## src/mofte_consts.svh

```systemverilog
// constants for the monitored output fault test block
// assumes inclusion by bare name from the package and the modules
`ifndef MOFTE_CONSTS_SVH
`define MOFTE_CONSTS_SVH
`define MOFTE_POINTS 16
`define MOFTE_GROUP_SIZE 8
`define MOFTE_GROUPS 2
`define MOFTE_CLK_NS 50
// one test pulse per second, pulse length in microseconds
`define MOFTE_PERIOD_US 1000000
`define MOFTE_PULSE_US 500
`define MOFTE_PERIOD_CYC ((`MOFTE_PERIOD_US * 1000) / `MOFTE_CLK_NS)
`define MOFTE_PULSE_CYC ((`MOFTE_PULSE_US * 1000) / `MOFTE_CLK_NS)
// settle time before sensing a load, in cycles
`define MOFTE_SETTLE_CYC 20
// lamp blink half period, 250 ms
`define MOFTE_BLINK_US 250000
`define MOFTE_BLINK_CYC ((`MOFTE_BLINK_US * 1000) / `MOFTE_CLK_NS)
`define MOFTE_CNT_W 32
`endif

```

## src/mofte_pkg.sv

```systemverilog
// types for the monitored output fault test block
// assumes mofte_consts.svh is on the include path
`include "mofte_consts.svh"
package mofte_pkg;
    // pulse sequencer states, one-hot
    typedef enum logic [2:0] {
        MOFTE_IDLE = 3'b001,
        MOFTE_PULSE = 3'b010,
        MOFTE_SENSE = 3'b100
    } mofte_state_t;
    typedef logic [`MOFTE_POINTS-1:0] mofte_word_t;
endpackage

```

## src/mofte_top.sv

```systemverilog
// monitored 16-point discrete output with open and short fault tests
// assumes host words on clk_sys_i, sense and switch pins asynchronous
// assumes pulse, period and blink counts given in clk_sys_i cycles
// assumes field wiring reports open and short per point, index 0 point 1
`timescale 1ns/100ps
`include "mofte_consts.svh"
module mofte_top #(
    parameter int PERIOD_CYC = `MOFTE_PERIOD_CYC,
    parameter int PULSE_CYC = `MOFTE_PULSE_CYC,
    parameter int BLINK_CYC = `MOFTE_BLINK_CYC
) (
    input wire logic clk_sys_i,
    input wire logic rst_i,
    input wire logic [15:0] cmd_word0_i, // first command word
    input wire logic [15:0] cmd_word1_i, // second word, unused
    input wire logic [1:0] test_sw_i, // two-position switch pins
    input wire logic [15:0] open_sense_i, // open sense pins
    input wire logic [15:0] short_sense_i, // short sense pins
    output logic [15:0] open_word_o, // first input word
    output logic [15:0] short_word_o, // second input word
    output logic [15:0] point_o, // point drive, index 0 is point 1
    output logic [1:0] fault_lamp_o // group fault lamps
);
    // point count, group size and counter width
    localparam int NP = `MOFTE_POINTS;
    localparam int GS = `MOFTE_GROUP_SIZE;
    localparam int CW = `MOFTE_CNT_W;

    // bit reversal: point n sits at word bit 16-n
    // used for the command word in and both status words out
    function automatic mofte_pkg::mofte_word_t mofte_rev(input mofte_pkg::mofte_word_t v);
        mofte_pkg::mofte_word_t r;
        r = '0;
        for (int i = 0; i < NP; i++)
        begin
            r[i] = v[NP-1-i];
        end
        return r;
    endfunction

    ////////////////////////////////////////////////////////////////
    // pin synchronisers
    logic [1:0] sw_s1_reg, sw_reg; // switch sync
    logic [15:0] open_s1_reg, open_reg; // open sense sync
    logic [15:0] short_s1_reg, short_reg; // short sense sync

    // two flops per pin; no reset, they settle while reset is held
    // only the second flop of each pair feeds the groups
    always_ff @(posedge clk_sys_i)
    begin
        sw_s1_reg <= test_sw_i;
        sw_reg <= sw_s1_reg;
        open_s1_reg <= open_sense_i;
        open_reg <= open_s1_reg;
        short_s1_reg <= short_sense_i;
        short_reg <= short_s1_reg;
    end

    ////////////////////////////////////////////////////////////////
    // pulse sequencer
    mofte_pkg::mofte_state_t state_reg, state_next;
    logic [CW-1:0] cnt_reg, cnt_next; // phase counter
    logic pulse_on; // inverse drive window
    logic sense; // judge pulse result

    // next state and phase count
    // idle waits out the period, pulse and sense make the inverse window
    // drive lags pulse_on by one cycle, so the load has pulse_cyc - 1
    // cycles of inverse drive before the sense cycle judges it
    always_comb
    begin
        state_next = state_reg;
        cnt_next = cnt_reg + 32'h1;
        sense = 1'b0;
        unique case (state_reg)
            mofte_pkg::MOFTE_IDLE:
            begin
                // wait out the rest of the second
                if (cnt_reg >= CW'(PERIOD_CYC - PULSE_CYC - 1))
                begin
                    state_next = mofte_pkg::MOFTE_PULSE;
                    cnt_next = '0;
                end
            end
            mofte_pkg::MOFTE_PULSE:
            begin
                // hold the inverse drive, sense takes the last cycle
                if (cnt_reg >= CW'(PULSE_CYC - 2))
                begin
                    state_next = mofte_pkg::MOFTE_SENSE;
                    cnt_next = '0;
                end
            end
            mofte_pkg::MOFTE_SENSE:
            begin
                // last pulse cycle, load judged here
                sense = 1'b1;
                state_next = mofte_pkg::MOFTE_IDLE;
                cnt_next = '0;
            end
            default:
            begin
                // not one-hot: back to idle, restart the period
                state_next = mofte_pkg::MOFTE_IDLE;
                cnt_next = '0;
            end
        endcase
    end
    // pulse_on covers pulse and sense states alike
    assign pulse_on = (state_reg != mofte_pkg::MOFTE_IDLE);

    // sequencer registers; reset restarts the period
    always_ff @(posedge clk_sys_i)
    begin
        if (rst_i)
        begin
            state_reg <= mofte_pkg::MOFTE_IDLE;
            cnt_reg <= '0;
        end
        else
        begin
            state_reg <= state_next;
            cnt_reg <= cnt_next;
        end
    end

    ////////////////////////////////////////////////////////////////
    // groups
    mofte_pkg::mofte_word_t cmd_pt; // command by point
    mofte_pkg::mofte_word_t drive_pt, open_pt, short_pt;
    logic [1:0] gfault; // per-group fault
    // word bit 0 is point 16; the second command word is never read
    assign cmd_pt = mofte_rev(cmd_word0_i);

    // one group per switch position; each picks its own test mode
    // the sequencer is shared, a group with its switch off ignores it
    for (genvar g = 0; g < `MOFTE_GROUPS; g++)
    begin : g_grp
        mofte_group #(.W(GS)) u_grp (
            .clk_sys_i(clk_sys_i),
            .rst_i(rst_i),
            .pulse_mode_i(sw_reg[g]),
            .pulse_on_i(pulse_on),
            .sense_i(sense),
            .cmd_i(cmd_pt[g*GS +: GS]),
            .open_det_i(open_reg[g*GS +: GS]),
            .short_det_i(short_reg[g*GS +: GS]),
            .drive_o(drive_pt[g*GS +: GS]),
            .open_o(open_pt[g*GS +: GS]),
            .short_o(short_pt[g*GS +: GS]),
            .fault_o(gfault[g])
        );
    end

    ////////////////////////////////////////////////////////////////
    // lamp blink
    logic [CW-1:0] blink_cnt_reg, blink_cnt_next; // blink timer
    logic blink_reg, blink_next; // blink phase
    logic [1:0] lamp_reg, lamp_next; // lamp drive
    logic [15:0] open_w_reg, open_w_next; // open status word
    logic [15:0] short_w_reg, short_w_next; // short status word

    // blink phase toggles every blink_cyc cycles
    // a lamp is lit only in the on phase and only while its group has a flag
    always_comb
    begin
        blink_cnt_next = blink_cnt_reg + 32'h1;
        blink_next = blink_reg;
        if (blink_cnt_reg >= CW'(BLINK_CYC - 1))
        begin
            blink_cnt_next = '0;
            blink_next = ~blink_reg;
        end
        lamp_next = gfault & {2{blink_reg}};
    end

    // host status words, point n lands on word bit 16-n
    always_comb
    begin
        open_w_next = mofte_rev(open_pt);
        short_w_next = mofte_rev(short_pt);
    end

    // lamp, blink and status registers
    always_ff @(posedge clk_sys_i)
    begin
        if (rst_i)
        begin
            blink_cnt_reg <= '0;
            blink_reg <= 1'b0;
            lamp_reg <= '0;
            open_w_reg <= '0;
            short_w_reg <= '0;
        end
        else
        begin
            blink_cnt_reg <= blink_cnt_next;
            blink_reg <= blink_next;
            lamp_reg <= lamp_next;
            open_w_reg <= open_w_next;
            short_w_reg <= short_w_next;
        end
    end

    // every data output comes straight from a flop
    assign fault_lamp_o = lamp_reg;
    assign open_word_o = open_w_reg;
    assign short_word_o = short_w_reg;
    assign point_o = drive_pt;
endmodule // mofte_top

```

## src/mofte_group.sv

```systemverilog
// one group of eight monitored points: fault flags and drive
// assumes synchronised sense inputs and a shared pulse sequencer
`timescale 1ns/100ps
`include "mofte_consts.svh"
module mofte_group #(
    parameter int W = `MOFTE_GROUP_SIZE
) (
    input wire logic clk_sys_i,
    input wire logic rst_i,
    input wire logic pulse_mode_i, // sampled switch for this group
    input wire logic pulse_on_i, // inverted pulse window
    input wire logic sense_i, // end of pulse, judge load
    input wire logic [W-1:0] cmd_i, // commanded levels
    input wire logic [W-1:0] open_det_i, // synchronised open sense
    input wire logic [W-1:0] short_det_i, // synchronised short sense
    output logic [W-1:0] drive_o, // output drive
    output logic [W-1:0] open_o, // open flags
    output logic [W-1:0] short_o, // short flags
    output logic fault_o // any fault in group
);
    logic [W-1:0] open_reg, open_next; // open fault flags
    logic [W-1:0] short_reg, short_next; // short fault flags
    logic [W-1:0] cmd_prev_reg; // last command, for change clear
    logic [W-1:0] drive_reg, drive_next; // registered drive

    ////////////////////////////////////////////////////////////////
    // next flags and drive
    always_comb
    begin
        open_next = open_reg;
        short_next = short_reg;
        if (pulse_mode_i)
        begin
            // full test: judge open at pulse end, short on every driven cycle
            if (sense_i)
            begin
                open_next = open_reg | open_det_i;
            end
            short_next = short_reg | (short_det_i & drive_reg);
            // short cleared only when command goes off with no short, open on any command change with no open
            short_next = short_next & ~(~cmd_i & cmd_prev_reg & ~short_det_i);
            open_next = open_next & ~((cmd_i ^ cmd_prev_reg) & ~open_det_i);
        end
        else
        begin
            // clear on opposite command, set wins over clear
            open_next = open_reg & ~(cmd_i & ~cmd_prev_reg);
            short_next = short_reg & ~(~cmd_i & cmd_prev_reg);
            open_next = open_next | (open_det_i & ~cmd_i);
            short_next = short_next | (short_det_i & cmd_i);
        end
        // pulse only in pulse mode, short forces off
        if (pulse_mode_i && pulse_on_i)
        begin
            drive_next = ~cmd_i & ~short_next;
        end
        else
        begin
            drive_next = cmd_i & ~short_next;
        end
    end

    ////////////////////////////////////////////////////////////////
    // registers
    always_ff @(posedge clk_sys_i)
    begin
        if (rst_i)
        begin
            open_reg <= '0;
            short_reg <= '0;
            cmd_prev_reg <= '0;
            drive_reg <= '0;
        end
        else
        begin
            open_reg <= open_next;
            short_reg <= short_next;
            cmd_prev_reg <= cmd_i;
            drive_reg <= drive_next;
        end
    end

    assign drive_o = drive_reg;
    assign open_o = open_reg;
    assign short_o = short_reg;
    assign fault_o = |open_reg | |short_reg;
endmodule // mofte_group

```

## config.mk

```make
export PLATFORM = sky130hd
export DESIGN_NAME = mofte_top
export DESIGN_NICKNAME = d
export VERILOG_FILES = /design/src/mofte_pkg.sv /design/src/mofte_top.sv /design/src/mofte_group.sv
export VERILOG_INCLUDE_DIRS = /design/src
export SDC_FILE = /design/constraint.sdc
export NUM_CORES = 1
export LEC_CHECK = 0
export BUFFER_PORTS_ARGS = -buffer_cell sky130_fd_sc_hd__buf_2
export CORE_UTILIZATION = 56
export DETAILED_ROUTE_END_ITERATION = 6
export PLACE_DENSITY = 0.77
export SETUP_SLACK_MARGIN = 0.3
export SLEW_MARGIN = 20
export SYNTH_ARGS = -nofsm -noshare
export SYNTH_HDL_FRONTEND = slang
export SYNTH_SLANG_ARGS = --single-unit
export TNS_END_PERCENT = 10
```

## constraint.sdc

```tcl
create_clock -name clk_sys_i -period 2.3 [get_ports clk_sys_i]
set_clock_uncertainty 0.15 [all_clocks]
set_input_delay 0.46 -clock clk_sys_i [delete_from_list [all_inputs] [get_ports clk_sys_i]]
set_output_delay 0.46 -clock clk_sys_i [all_outputs]
set_load 0.01 [all_outputs]
```

==> reports/results.ini <==
[global_route]
grtUsageTotal_pct=21.6
antenna_found_initial=1
grt_max_degree=102
grt_pass1_vias=6006
overflow=0
grt_first_pass_wirelength_um=27600

[worst_setup_path]
critPathCaptureType=register
r2r-start=cnt_reg[0]
crit_type=register to register
critPathMaxFanout=7
r2r-end=cnt_reg[1]
reg2reg_depth=7
crit_arrival_ps=2390
crit_path_start_kind=register
cp.required_ps=2580
r2r_slack_ps=180

[floorplanning]
placementRows=44
dieArea_sq_um=15500
die-height_um=125
core_sq_um=14600
die_x_um=125
ios=118
initial_core_util_pct=57.7

[detailed_routing]
drt_iter0_drc=315
met2_length_um=8130
top_layer_used=met4
postRouteAntennaNets=0
wl_met3_um=723
vias_per_cell=5.15
drtPass1Iterations=4
detail_route.wl_per_cell_um=14.1
vias=6163
wirelength_met1_um=7460
routed_wl_um=16900
drc=0

[cts]
clk_pin_slew_ps=60
numCtsBuffers=23
htree_levels=1
max-clock-path-buffers=3
cts_tree=built
cts_root_buf=clkbuf_16
clock_latency_ps=500
cts.sinks=234

[hold_path]
hold_depth=3
holdCritStartpoint=cmd_word0_i[11]
holdCritPathClass=input port to register
hold_end=g_grp[0].u_grp.cmd_prev_reg[4]

[finish]
fillCellCount=1008
synthToLayoutAreaGrowth_pct=24.6
drive_gt1_share_pct=20.2
fin_nets=1099

[power_and_ir_drop]
vdd_drop_max_mv=0.708
powerDensity_nw_per_um2=856
p_total_mw=8.99
static-leakage-power_nw=4.47

[logic_synthesis]
yosysWarnings=0
ys_types=45
synth-main-ff-cell=dfxtp_1
ys_ff_latch=234
async_flop_share_pct=0
seq_area_frac_synth_pct=55.6
syn_area_per_cell_sq_um=10.2
synth_enable_flop_cells=0
synthesis.area_sq_um=8420
syn_inst=827

[sta]
hold_violations=0
finalSetupViolCount=0
tns_ps=0
fmax_ghz=0.473
rsz0062_at_grt=true
slew_violations=0
worst_pin_slew_ps=886
fin_crit_ps=2120
slew_headroom_pct=40.6
finalCritPeriodShare_pct=92.0

[placement]
place_hpwl_um=10700
gp_congestion=0.803
port_buffers=101

[outcome]
outcome=completed

[run]
drv_cap=0

[worst max path at each step]
stage	from	end	slack, ps	cells after the start
detailed placement	cnt_reg[0]	cnt_reg[4]	80	7
CTS	cnt_reg[1]	state_reg[1]	230	6
finish	cnt_reg[0]	cnt_reg[1]	180	7
floorplan	cnt_reg[0]	cnt_reg[24]	300	7
global route	cnt_reg[0]	cnt_reg[1]	130	7
global placement	cnt_reg[31]	cnt_reg[0]	110	5
[per-layer routing]
metal / GRT usage (%) / vias to the layer above
met5: 0 / -
met4: 8.22 / 0
met3: 3.52 / 39
met2: 37.8 / 138
met1: 26.5 / 2837
li1: - / 3149
[where the power goes]
group          leakage (nW)  internal [mW]  switching (mW)  total (mW)
sequential             1.94           4.28           0.139        4.41
combinational          2.15          0.351           0.396       0.748
clock                 0.375           2.34            1.48        3.83
[worst max-delay path, stage by stage, from the launching register on]
cell	delay, ps
dfxtp_4	380
inv_2	40
ha_2	160
o211ai_1	200
a211oi_1	130
or4_4	540
nand2b_4	240
a21oi_1	190
[timing repair]
action / CTS / global route
endpoints found under the setup margin: 52 / 54
pin swaps: 2 / 3
endpoints found under the hold margin: 34 / 0
setup buffers: 2 / 2
hold buffers: 34 / 0
gates cloned: 3 / 0
gates resized for setup: 10 / 9
[area by class of cell]
type,instances,area (sq um),share of cell area [%]
antenna,2,5.00,0.0477
clock buffer,29,618,5.89
clock inverter,10,155,1.48
inverter,65,244,2.33
multi-input combinational,515,3490,33.3
sequential,234,4690,44.7
tap,184,230,2.19
timing repair buffer,157,1050,10.1
[per-stage QoR]
step / util (%) / hold WS, ps / setup WS, ps / cell area (sq um) / std cells
3_5_place_dp: 63.3 / 162 / 76.9 / 9230 / 1114
6_report: 71.9 / 129 / 184 / 10500 / 1196
4_1_cts: 71.5 / 111 / 231 / 10400 / 1192
3_3_place_gp: 63.3 / 160 / 110 / 9230 / 1114
5_1_grt: 71.9 / 136 / 130 / 10500 / 1195
2_1_floorplan: - / 160 / 296 / 8490 / 842
[cells by family after synthesis]
group	share of synthesized area, %
flip-flops	55.6
XOR/XNOR	6.24
AO/OA/AOI/OAI	12.1
AND/OR/NAND/NOR	15.9
adder cells (fa/ha/maj)	5.20
buffers and inverters	4.89
other	0.0445
[synth_stat cells, types with 3 or more instances]
cell      instances  area [sq um]
dfxtp_1         234          4680
nor2_1           83           312
inv_1            65           244
ha_1             35           438
a21oi_1          34           170
nor2b_1          34           213
o21ai_0          33           165
xnor2_1          30           263
xor2_1           30           263
nand2_1          27           101
clkbuf_1         23          86.3
nand3_1          21           105
a21oi_2          20           175
a211oi_1         18           135
a21o_1           18           135
nand4_1          18           113
a221oi_1         17           149
nor3b_1          16           120
nor4_1           16           100
nor3_1            8          40.0
and3_1            6          37.5
and4_1            6          52.6
buf_2             3          15.0
or4b_1            3          30.0
[cells in the final DEF, fill, tap and decap left out, drive strengths merged, types with 9 or more instances in the layout]
cell | Yosys | layout
nor2 | 83 | 83
ha | 35 | 35
clkbuf | 23 | 29
nand4 | 18 | 18
nand3 | 22 | 22
a211oi | 18 | 18
a21oi | 54 | 54
nor3 | 9 | 9
nand2 | 27 | 27
nor4 | 17 | 17
inv | 65 | 65
xor2 | 30 | 30
a221oi | 17 | 17
dfxtp | 234 | 234
dlygate4sd3 | 0 | 34
buf | 8 | 123
conb | 1 | 16
nor2b | 34 | 34
xnor2 | 30 | 30
o21ai | 33 | 33
nor3b | 16 | 16
a21o | 18 | 18
Power figures use the tool's default switching activity.
